===== src/scd_pkg.sv =====
/*
  Shared constants and types for the strap configuration decoder.
  Assumes the resistor-sensing front end reports each multi-level strap as a level code.
*/
package scd_pkg;

  // ==========================================================
  // Resistor level codes reported by the sensing front end
  // ==========================================================
  typedef enum logic [2:0] {
    SCD_LVL_200K_DOWN,
    SCD_LVL_200K_UP,
    SCD_LVL_10K_DOWN,
    SCD_LVL_10K_UP,
    SCD_LVL_10R_DOWN,
    SCD_LVL_10R_UP
  } scd_level_t;

  // Pull sensed on a shared serial pin.
  typedef enum logic [1:0] {
    SCD_PULL_NONE,
    SCD_PULL_UP,
    SCD_PULL_DOWN
  } scd_pull_t;

  // Function of the shared serial pins.
  typedef enum logic [2:0] {
    SCD_SIF_ROM,
    SCD_SIF_MGMT,
    SCD_SIF_BRIDGE,
    SCD_SIF_UART,
    SCD_SIF_PROBE
  } scd_sif_t;

  // Programmable pin function mode (configuration 1 to 6).
  typedef enum logic [2:0] {
    SCD_FN_MIXED,
    SCD_FN_ROLE_SWAP,
    SCD_FN_SPEED_IND,
    SCD_FN_GPIO_RSVD,
    SCD_FN_CHARGE_IND,
    SCD_FN_FULL_UART
  } scd_func_t;

  // ==========================================================
  // Sizes and ROM signature location
  // ==========================================================
  localparam int SCD_PORTS = 4;
  localparam logic [15:0] SCD_SIG_ADDR = 16'hFFFA;
  localparam logic [SCD_PORTS-1:0] SCD_NO_PORTS = 4'h0;
  localparam logic [SCD_PORTS-1:0] SCD_PORT_1 = 4'h1;
  localparam logic [SCD_PORTS-1:0] SCD_PORT_12 = 4'h3;
  localparam logic [SCD_PORTS-1:0] SCD_PORT_123 = 4'h7;
  localparam logic [SCD_PORTS-1:0] SCD_PORT_1234 = 4'hF;

endpackage


===== src/scd_port_map.sv =====
/*
  Translates one multi-level strap code into a mask of ports 1 to 4.
  Purely combinational; the caller registers the result.
*/
`timescale 1ns/10ps
module scd_port_map
  import scd_pkg::*;
(
  input scd_pkg::scd_level_t level,
  output logic [scd_pkg::SCD_PORTS-1:0] mask
);

  // ==========================================================
  // Level to port mask
  // ==========================================================
  // port count decode.
  // Up-tied 10 ohm is undefined for these straps and is treated as all ports.
  always_comb begin
    unique case (level)
      SCD_LVL_200K_DOWN: mask = SCD_NO_PORTS;
      SCD_LVL_200K_UP: mask = SCD_PORT_1;
      SCD_LVL_10K_DOWN: mask = SCD_PORT_12;
      SCD_LVL_10K_UP: mask = SCD_PORT_123;
      SCD_LVL_10R_DOWN: mask = SCD_PORT_1234;
      default: mask = SCD_PORT_1234;
    endcase
  end

endmodule


===== src/scd_strap_decoder.sv =====
/*
  Strap configuration decoder: latches every strap at reset release and
  derives the serial pin mode, port disables, fixed and charging port masks
  and the programmable pin function mode.
  Assumes straps are stable around reset release and that the ROM probe
  reports its result once as a level pair (rom_check_done, rom_sig_ok).
*/
// Overview of operation
// - Capture all straps at reset release and hold them until the next reset.
// - Pull-ups on data-out and clock pins select management slave mode.
// - Pull-down on data-out, clock unpulled, selects UART mode.
// - No pulls on either pin: start in serial ROM master mode.
// - No valid ROM found: fall back to I2C bridging mode.
// - ROM valid only with upgrade signature at the fixed byte address.
// - Never run UART with slave or ROM, nor slave with bridging.
// - Management slave usable only in configurations 1, 2, 3 or 6.
// - Configurations 4 and 5 leave the management slave unavailable.
// - Bridging needs bridging strap, configuration 1,2,3,6 and register setup.
// - Each port has positive and negative line disable straps, high disables.
// - Port disabled only when both of its line straps are high.
// - Disabling a port's USB 2.0 side also disables its USB 3 side.
// - Fixed port strap five levels map to zero through four fixed ports.
// - Charging strap five levels map to zero through four charging ports.
// - Function strap six levels map to configurations one through six.
`timescale 1ns/10ps
module scd_strap_decoder
  import scd_pkg::*;
(
  input wire logic clk,
  input wire logic rst_n,
  input scd_pkg::scd_pull_t rom_data_out_pull,
  input scd_pkg::scd_pull_t rom_clock_pull,
  input scd_pkg::scd_level_t fixed_port_strap,
  input scd_pkg::scd_level_t charging_port_strap,
  input scd_pkg::scd_level_t programmable_function_pins,
  input wire logic [scd_pkg::SCD_PORTS-1:0] port_pos_line_disable,
  input wire logic [scd_pkg::SCD_PORTS-1:0] port_neg_line_disable,
  input wire logic rom_check_done,
  input wire logic rom_sig_ok,
  input wire logic bridge_regs_ready,
  output logic [15:0] rom_sig_addr,
  output logic straps_valid,
  output scd_pkg::scd_sif_t serial_if_mode_strap,
  output scd_pkg::scd_func_t func_mode,
  output logic mgmt_slave_en,
  output logic bridge_en,
  output logic uart_en,
  output logic rom_master_en,
  output logic func_cfg_reserved,
  output logic [scd_pkg::SCD_PORTS-1:0] usb2_port_disable,
  output logic [scd_pkg::SCD_PORTS-1:0] usb3_port_disable,
  output logic [scd_pkg::SCD_PORTS-1:0] fixed_port_mask,
  output logic [scd_pkg::SCD_PORTS-1:0] charging_port_mask,
  output logic shared_pins_are_straps
);

  // ==========================================================
  // Capture stage
  // ==========================================================
  logic cap_done_q;
  scd_pull_t do_pull_q;
  scd_pull_t clk_pull_q;
  scd_level_t fn_lvl_q;
  logic [SCD_PORTS-1:0] dis_p_q;
  logic [SCD_PORTS-1:0] dis_m_q;
  logic [SCD_PORTS-1:0] fixed_q;
  logic [SCD_PORTS-1:0] charge_q;
  logic [SCD_PORTS-1:0] fixed_d;
  logic [SCD_PORTS-1:0] charge_d;
  scd_sif_t sif_q;
  scd_sif_t sif_d;
  logic probe_done_q;

  scd_port_map u_fixed_map (
    .level(fixed_port_strap),
    .mask(fixed_d)
  );

  scd_port_map u_charge_map (
    .level(charging_port_strap),
    .mask(charge_d)
  );

  // strap latch.
  // Reset loads constants only; the pins are caught on the first edge after release.
  always_ff @(posedge clk or negedge rst_n) begin
    if (!rst_n) begin
      cap_done_q <= 1'b0;
      do_pull_q <= SCD_PULL_NONE;
      clk_pull_q <= SCD_PULL_NONE;
      fn_lvl_q <= SCD_LVL_200K_DOWN;
      dis_p_q <= SCD_NO_PORTS;
      dis_m_q <= SCD_NO_PORTS;
      fixed_q <= SCD_NO_PORTS;
      charge_q <= SCD_NO_PORTS;
    end else if (!cap_done_q) begin
      cap_done_q <= 1'b1;
      do_pull_q <= rom_data_out_pull;
      clk_pull_q <= rom_clock_pull;
      fn_lvl_q <= programmable_function_pins;
      dis_p_q <= port_pos_line_disable;
      dis_m_q <= port_neg_line_disable;
      fixed_q <= fixed_d;
      charge_q <= charge_d;
    end
  end

  // ==========================================================
  // Serial pin mode selection
  // ==========================================================
  wire pulls_mgmt = (do_pull_q == SCD_PULL_UP) && (clk_pull_q == SCD_PULL_UP);
  wire pulls_uart = (do_pull_q == SCD_PULL_DOWN) && (clk_pull_q == SCD_PULL_NONE);
  wire pulls_none = (do_pull_q == SCD_PULL_NONE) && (clk_pull_q == SCD_PULL_NONE);

  // mode choice.
  // Any other pull pattern is undefined; it is routed to the ROM path, the safest default.
  always_comb begin
    sif_d = sif_q;
    if (cap_done_q && sif_q == SCD_SIF_PROBE) begin
      if (pulls_mgmt) begin
        sif_d = SCD_SIF_MGMT;
      end else if (pulls_uart) begin
        sif_d = SCD_SIF_UART;
      end else begin
        // Unpulled pins, and any undefined pattern, start on the ROM path.
        sif_d = SCD_SIF_ROM;
      end
    end else if (sif_q == SCD_SIF_ROM && rom_check_done && !probe_done_q) begin
      sif_d = rom_sig_ok ? SCD_SIF_ROM : SCD_SIF_BRIDGE;
    end
  end

  // Mode register and a one-shot marker so the ROM verdict is taken only once.
  always_ff @(posedge clk or negedge rst_n) begin
    if (!rst_n) begin
      sif_q <= SCD_SIF_PROBE;
      probe_done_q <= 1'b0;
    end else begin
      sif_q <= sif_d;
      if (sif_q == SCD_SIF_ROM && rom_check_done) begin
        probe_done_q <= 1'b1;
      end
    end
  end

  // ==========================================================
  // Function mode and interface enables
  // ==========================================================
  // function mode decode.
  scd_func_t fn_mode;
  always_comb begin
    unique case (fn_lvl_q)
      SCD_LVL_200K_DOWN: fn_mode = SCD_FN_MIXED;
      SCD_LVL_200K_UP: fn_mode = SCD_FN_ROLE_SWAP;
      SCD_LVL_10K_DOWN: fn_mode = SCD_FN_SPEED_IND;
      SCD_LVL_10K_UP: fn_mode = SCD_FN_GPIO_RSVD;
      SCD_LVL_10R_DOWN: fn_mode = SCD_FN_CHARGE_IND;
      SCD_LVL_10R_UP: fn_mode = SCD_FN_FULL_UART;
      default: fn_mode = SCD_FN_FULL_UART;
    endcase
  end

  // bus pins routed only in 1, 2, 3 and 6.
  wire fn_has_bus = (fn_mode != SCD_FN_GPIO_RSVD) && (fn_mode != SCD_FN_CHARGE_IND);
  // Staying in ROM mode after the verdict already means the signature was found,
  // so the live ok line is not read again and cannot disturb the settled outputs.
  wire rom_known = probe_done_q;

  // exclusive enables follow the single mode register.
  // bridging gated by function mode and register setup.
  assign mgmt_slave_en = (sif_q == SCD_SIF_MGMT) && fn_has_bus;
  assign bridge_en = (sif_q == SCD_SIF_BRIDGE) && fn_has_bus && bridge_regs_ready;
  assign uart_en = (sif_q == SCD_SIF_UART);
  assign rom_master_en = (sif_q == SCD_SIF_ROM);
  // shared pins act as straps outside ROM mode and the probe state.
  assign shared_pins_are_straps = (sif_q != SCD_SIF_ROM) && (sif_q != SCD_SIF_PROBE);
  assign func_cfg_reserved = (fn_mode == SCD_FN_GPIO_RSVD);
  assign func_mode = fn_mode;
  assign serial_if_mode_strap = sif_q;
  assign rom_sig_addr = SCD_SIG_ADDR;
  assign straps_valid = cap_done_q && (sif_q != SCD_SIF_PROBE) && (sif_q != SCD_SIF_ROM || rom_known);

  // ==========================================================
  // Port disables
  // ==========================================================
  // per-port both-lines check.
  // USB 3 side follows USB 2 side.
  genvar gi;
  generate
    for (gi = 0; gi < SCD_PORTS; gi++) begin : g_port
      assign usb2_port_disable[gi] = dis_p_q[gi] & dis_m_q[gi];
      assign usb3_port_disable[gi] = dis_p_q[gi] & dis_m_q[gi];
    end
  endgenerate

  assign fixed_port_mask = fixed_q;
  assign charging_port_mask = charge_q;

  // ==========================================================
  // Checks
  // ==========================================================
  held_straps_a: assert property (@(posedge clk) disable iff (!rst_n)
    cap_done_q |=> $stable(fixed_port_mask) && $stable(usb2_port_disable) && $stable(func_mode))
    else $error("Captured straps changed after capture.");

  mgmt_pick_a: assert property (@(posedge clk) disable iff (!rst_n)
    $rose(cap_done_q) && pulls_mgmt |=> sif_q == SCD_SIF_MGMT)
    else $error("Pull-ups did not select management slave.");

  uart_pick_a: assert property (@(posedge clk) disable iff (!rst_n)
    $rose(cap_done_q) && pulls_uart |=> sif_q == SCD_SIF_UART)
    else $error("Pull-down did not select UART.");

  rom_first_a: assert property (@(posedge clk) disable iff (!rst_n)
    $rose(cap_done_q) && pulls_none |=> sif_q == SCD_SIF_ROM)
    else $error("Unpulled pins did not start in ROM mode.");

  rom_fallback_a: assert property (@(posedge clk) disable iff (!rst_n)
    sif_q == SCD_SIF_ROM && rom_check_done && !probe_done_q && !rom_sig_ok |=> sif_q == SCD_SIF_BRIDGE)
    else $error("Missing ROM did not fall back to bridging.");

  excl_modes_a: assert property (@(posedge clk) disable iff (!rst_n)
    !(uart_en && (mgmt_slave_en || rom_master_en)) && !(mgmt_slave_en && bridge_en))
    else $error("Exclusive serial interfaces enabled together.");

  mgmt_gate_a: assert property (@(posedge clk) disable iff (!rst_n)
    (func_mode == SCD_FN_GPIO_RSVD || func_mode == SCD_FN_CHARGE_IND) |-> !mgmt_slave_en && !bridge_en)
    else $error("Bus interface enabled in configuration 4 or 5.");

  port_dis_a: assert property (@(posedge clk) disable iff (!rst_n)
    $rose(cap_done_q) |-> usb2_port_disable == $past(port_pos_line_disable & port_neg_line_disable))
    else $error("Port disable does not need both lines high.");

  usb3_follow_a: assert property (@(posedge clk) disable iff (!rst_n)
    usb3_port_disable == usb2_port_disable)
    else $error("USB 3 side not disabled with USB 2 side.");

endmodule


===== config.mk =====
export PLATFORM = sky130hd
export DESIGN_NAME = scd_strap_decoder
export DESIGN_NICKNAME = d
export VERILOG_FILES = /design/src/scd_pkg.sv /design/src/scd_port_map.sv /design/src/scd_strap_decoder.sv
export SDC_FILE = /design/constraint.sdc
export NUM_CORES = 1
export LEC_CHECK = 0
export BUFFER_PORTS_ARGS = -buffer_cell sky130_fd_sc_hd__buf_4
export CORE_UTILIZATION = 50
export CTS_BUF_LIST = sky130_fd_sc_hd__clkbuf_4
export CTS_CLUSTER_DIAMETER = 150
export DETAILED_ROUTE_END_ITERATION = 6
export PLACE_DENSITY = 0.87
export REMOVE_ABC_BUFFERS = 1
export SYNTH_ARGS = -nofsm -noshare
export SYNTH_HDL_FRONTEND = slang
export SYNTH_SLANG_ARGS = --single-unit

===== constraint.sdc =====
create_clock -name clk -period 1.8 [get_ports clk]
set_input_delay 0.36 -clock clk [delete_from_list [all_inputs] [get_ports clk]]
set_output_delay 0.36 -clock clk [all_outputs]
set_load 0.05 [all_outputs]

==> run summary, run 1 <==
post-synthesis cell type count -> 28
initial antenna violation count -> 0
Final Critical Period -> 1.85 ns
DR WL met2 -> 1.26 mm
final std cells w/o fill -> 204
Vert. Die Dim -> 54.1 microns
setup ws final -> -0.0504 ns
Worst-path clk slew -> 0.14 ns
yosys warns -> 0
CTS tree -> done
Hold Fails Final Rpt -> 0
GP Congestion -> 0.778
fin util -> 0.704
Req. time, crit path -> 1.44 ns
total negative slack -> -0.0644 ns
CP Capture Type -> primary output
dpl cells -> 197
Post-Syn Area -> 1360 sq um
WL final -> 2.42 mm
most frequent cells in the layout -> 57 x buf_4, 25 x dfrtp_1, 17 x conb_1
max frequency -> 540 MHz
Cell Pwr Density -> 853 nW/um^2
peak supply drop -> 0.687 mV
# port buffers -> 54
CTS buffer count -> 3
RSZ-0062 raised after global routing -> true
DR vias/cell -> 4.86
syn_area_per_cell -> 11.3 sq um
core area -> 2520 sq um
crit path max fanout -> 2
fin crit share -> 1.03
Setup crit start kind -> register
Initial Util -> 0.539
# diodes -> 0
dpl ws -> 0.192 ns
CTS max path bufs -> 2
Cell Rows -> 18
DRC viols -> 0
first-pass GRT wire length -> 3.77 mm
Pleak -> 0.000890 uW
CTS Sinks -> 28
DP Wirelength -> 1.87 mm
Max-cap violations -> 0
most common cell after layout, fill and taps aside -> buf_4
clock root cell -> clkbuf_4
Max Used Layer -> met4
hold_ws -> 0.240 ns
gr ovfl total -> 0
violated checks -> negative setup slack
multi-input logic area -> 533 sq um
die width -> 54.1 microns
worst path arrival time -> 1.49 ns
TritonRoute pass-1 iters -> 2
status -> finished with violations
wl on met1 -> 960 microns
skew final -> 0.00312 ns
fin. max-slew vios -> 0
worst hold path class -> input port to register
register area -> 704 sq um
Final nets -> 201
Worst-Skew Late Latency -> 0.32 ns
WL per Instance -> 11.9 microns
# IOs -> 71
Crit Path Category -> register to primary output
die area -> 2930 sq um
vias in the first global route -> 891
H-tree depth -> 1
Initial DRC Count -> 6
Synth Register Bits -> 28
post-synthesis sequential area ratio -> 0.517
Area Growth Syn to Fin -> 30.8%
filler instances -> 210
ratio of cells with drive above 1 in the final layout -> 0.420
largest net degree at the start of global routing -> 29
ANT nets after route -> 0
DR vias -> 992
gate count after technology mapping -> 120
Tot GR Track Use -> 0.185
Setup-failing EPs final -> 2
met3 WL -> 162 microns
report_power, final:
group	total, uW	switching (uW)	leakage (uW)	internal, uW
clock network	249	168	0.0000154	81.2
logic	542	371	0.000561	171
registers	723	40.9	0.000314	682
flip-flops by register name, indices dropped and copies added, names as in the netlist:
name                  count
dis_p_q                   4
probe_done_q              1
fn_lvl_q                  3
clk_pull_q                2
charging_port_mask        4
fixed_port_mask           4
serial_if_mode_strap      3
dis_m_q                   4
cap_done_q                1
do_pull_q                 2
cell usage after synthesis, drive strengths merged:
| master | count | area share |
|---|---|---|
| a21o | 1 | 0.0055 |
| o41ai | 1 | 0.012 |
| a31o | 1 | 0.0064 |
| and2 | 5 | 0.023 |
| mux2 | 17 | 0.14 |
| nor2b | 2 | 0.0092 |
| conb | 2 | 0.0055 |
| dfrtp | 27 | 0.50 |
| a22o | 1 | 0.0064 |
| buf | 23 | 0.12 |
| dfstp | 1 | 0.019 |
| a211o | 1 | 0.0064 |
| nand2 | 5 | 0.014 |
| clkbuf | 1 | 0.0028 |
| o21ai | 2 | 0.0074 |
| and3 | 2 | 0.0092 |
| inv | 7 | 0.019 |
| nor3b | 1 | 0.0055 |
| nor4 | 5 | 0.032 |
| a21boi | 1 | 0.0055 |
| a21oi | 8 | 0.029 |
| nor3 | 3 | 0.011 |
| nor2 | 3 | 0.010 |
worst max-delay path: stages, from the launching register on:
cell,delay [ns]
dfrtp_1,0.41
nor2b_4,0.13
a22o_1,0.24
nor4_2,0.16
buf_4,0.24
stage by stage:
stage / area [sq um] / power (uW)
2_1_floorplan: 1250 / 1090
3_3_place_gp: 1700 / 1250
3_5_place_dp: 1700 / 1260
4_1_cts: 1760 / 1520
5_1_grt: 1780 / 1590
6_report: 1780 / 1510
routing by layer:
layer,global-route usage,up-vias
met5,0,-
met2,0.331,48
met1,0.214,459
met4,0.0769,0
li1,-,481
met3,0.0339,4
path summary, 6_finish.rpt:
check                                               startpoint                                  end  slack [ns]  cells after the start
setup / recovery                       fn_lvl_q[1]$_DFFE_PN0N_                        mgmt_slave_en       -0.05                      4
min in group asynchronous                                rst_n       fixed_port_mask[1]$_DFFE_PN0N_        0.48                      2
hold / removal                            rom_data_out_pull[0]             do_pull_q[0]$_DFFE_PN0N_        0.24                      2
max in group asynchronous                                rst_n  serial_if_mode_strap[2]$_DFFE_PN1P_        1.01                      2
setup reg to reg           serial_if_mode_strap[2]$_DFFE_PN1P_  serial_if_mode_strap[1]$_DFFE_PN0P_        0.61                      3
hold reg to reg                         dis_m_q[0]$_DFFE_PN0N_               dis_m_q[0]$_DFFE_PN0N_        0.50                      1
timing repair:
item,CTS,global route
endpoints found under the setup margin,2,3
pin swaps,2,1
buffers inserted,2,0
hold endpoints to repair,27,0
gates cloned,0,0
resized for setup,2,5
hold buffers,1,0
final cells by class:
class / instances / area share
clock buffer: 3 / 0.0127
clock inverter: 1 / 0.00211
inverter: 7 / 0.0148
multi-input combinational: 76 / 0.300
sequential: 28 / 0.396
tap: 30 / 0.0211
timing repair buffer: 59 / 0.253
kinds of logic after synthesis:
family	Yosys count	synth area share
flip-flops	28	0.517
buffers and inverters	31	0.144
multiplexers	17	0.141
AND/OR/NAND/NOR	26	0.114
AO/OA/AOI/OAI	16	0.0792
other	2	0.00553
Power figures use the tool's default switching activity.
==> run 2: changes to the inputs <==
- CAP_MARGIN: default -> 30
- SKIP_LAST_GASP: default -> 1
==> run summary, run 2 (synthesis gave the netlist of run 1 again) <==
Hold Fails Final Rpt -> 0 (unchanged)
TritonRoute pass-1 iters -> 2 (unchanged)
Cell Pwr Density -> 855 nW/um^2 (+0.22%)
ANT nets after route -> 0 (unchanged)
GP Congestion -> 0.778 (unchanged)
CTS max path bufs -> 2 (unchanged)
crit path max fanout -> 2 (unchanged)
worst hold path class -> input port to register
peak supply drop -> 0.684 mV (-0.48%)
fin util -> 0.701 (-0.00298)
DR vias -> 994 (+0.20%)
gr ovfl total -> 0 (unchanged)
die width -> 54.1 microns (unchanged)
# diodes -> 0 (unchanged)
Initial Util -> 0.539 (unchanged)
# port buffers -> 54 (unchanged)
DR vias/cell -> 4.87 (+0.20%)
Setup crit start kind -> register
largest net degree at the start of global routing -> 29 (unchanged)
Pleak -> 0.000889 uW (-0.13%)
die area -> 2930 sq um (unchanged)
RSZ-0062 raised after global routing -> true
first-pass GRT wire length -> 3.77 mm (unchanged)
Worst-path clk slew -> 0.14 ns (about the same)
vias in the first global route -> 891 (unchanged)
Crit Path Category -> register to primary output
most frequent cells in the layout -> 58 x buf_4, 26 x dfrtp_1, 17 x conb_1
final std cells w/o fill -> 204 (unchanged)
Initial DRC Count -> 6 (unchanged)
CTS buffer count -> 3 (unchanged)
Cell Rows -> 18 (unchanged)
fin. max-slew vios -> 0 (unchanged)
worst path arrival time -> 1.49 ns (about the same)
most common cell after layout, fill and taps aside -> buf_4
CTS Sinks -> 28 (unchanged)
Req. time, crit path -> 1.44 ns (about the same)
Tot GR Track Use -> 0.185 (unchanged)
CP Capture Type -> primary output
DP Wirelength -> 1.87 mm (unchanged)
dpl cells -> 197 (unchanged)
skew final -> 0.00313 ns (+0.00000208 ns)
WL per Instance -> 11.9 microns (+0.29%)
ratio of cells with drive above 1 in the final layout -> 0.408 (-0.0115)
setup ws final -> -0.0505 ns (-0.000147 ns)
violated checks -> negative setup slack
core area -> 2520 sq um (unchanged)
DRC viols -> 0 (unchanged)
Final Critical Period -> 1.85 ns (+0.000147 ns)
H-tree depth -> 1 (unchanged)
Worst-Skew Late Latency -> 0.32 ns (about the same)
status -> finished with violations
Max-cap violations -> 0 (unchanged)
Final nets -> 201 (unchanged)
WL final -> 2.43 mm (+0.29%)
fin crit share -> 1.03 (about the same)
CTS tree -> done
max frequency -> 540 MHz (about the same)
initial antenna violation count -> 0 (unchanged)
clock root cell -> clkbuf_4
Vert. Die Dim -> 54.1 microns (unchanged)
Setup-failing EPs final -> 2 (unchanged)
# IOs -> 71 (unchanged)
Area Growth Syn to Fin -> 30.2%
run 2: worst max-delay path: stages, from the launching register on:
cell and delay, ns:
dfrtp_1 0.41, nor2b_4 0.13, a22o_1 0.24, nor4_2 0.16, buf_4 0.24
run 2: layout make-up:
cell class	instances	area (sq um)
fillers	212	753
flip-flops and latches	28	703
multi-input cells	76	531
repair buffers	59	445
well taps	30	37.5
inverters	7	26.3
clock buffers	3	22.5
clock inverters	1	3.75
run 2: report_power, final:
| group | total [uW] | internal (uW) | switching [uW] |
|---|---|---|---|
| sequential | 723 | 682 | 41.0 |
| combinational | 540 | 170 | 370 |
| clock | 249 | 81.2 | 168 |
| total | 1510 | 933 | 579 |
run 2: worst paths after layout:
path,startpoint,to,slack (ns),cells past startpoint
worst min register to register,dis_m_q[0]$_DFFE_PN0N_,dis_m_q[0]$_DFFE_PN0N_,0.50,1
min in group asynchronous,rst_n,fixed_port_mask[1]$_DFFE_PN0N_,0.48,2
worst min-delay path,rom_data_out_pull[0],do_pull_q[0]$_DFFE_PN0N_,0.24,2
worst max register to register,serial_if_mode_strap[2]$_DFFE_PN1P_,serial_if_mode_strap[1]$_DFFE_PN0P_,0.62,3
max in group asynchronous,rst_n,serial_if_mode_strap[2]$_DFFE_PN1P_,1.01,2
worst max-delay path,fn_lvl_q[1]$_DFFE_PN0N_,mgmt_slave_en,-0.05,4
run 2: per-layer routing:
layer  track usage  vias up  share of wire
met4        0.0769        0          0.014
met3        0.0339        4          0.066
met2         0.331       48           0.52
met5             0        -              0
met1         0.214      460           0.40
li1              -      482              -
run 2: timing repair:
| action | CTS | global route |
|---|---|---|
| endpoints found under the setup margin | 2 | 3 |
| endpoints found under the hold margin | 27 | 0 |
| buffers inserted | 2 | 0 |
| hold buffers | 1 | 0 |
| gates resized for setup | 2 | 2 |
| pin swaps | 2 | 0 |
run 2: metrics by stage:
stage               TNS [ns]  hold slack [ns]  power (uW)  worst slack [ns]  cell area [sq um]
detailed placement         0            0.292        1260             0.192               1700
finish               -0.0660            0.240        1510           -0.0505               1770
global route          -0.244            0.221        1590            -0.105               1770
global placement           0            0.287        1250             0.222               1700
CTS                  -0.0919            0.237        1520           -0.0603               1760
floorplan              -2.70           0.0644        1090            -0.850               1250
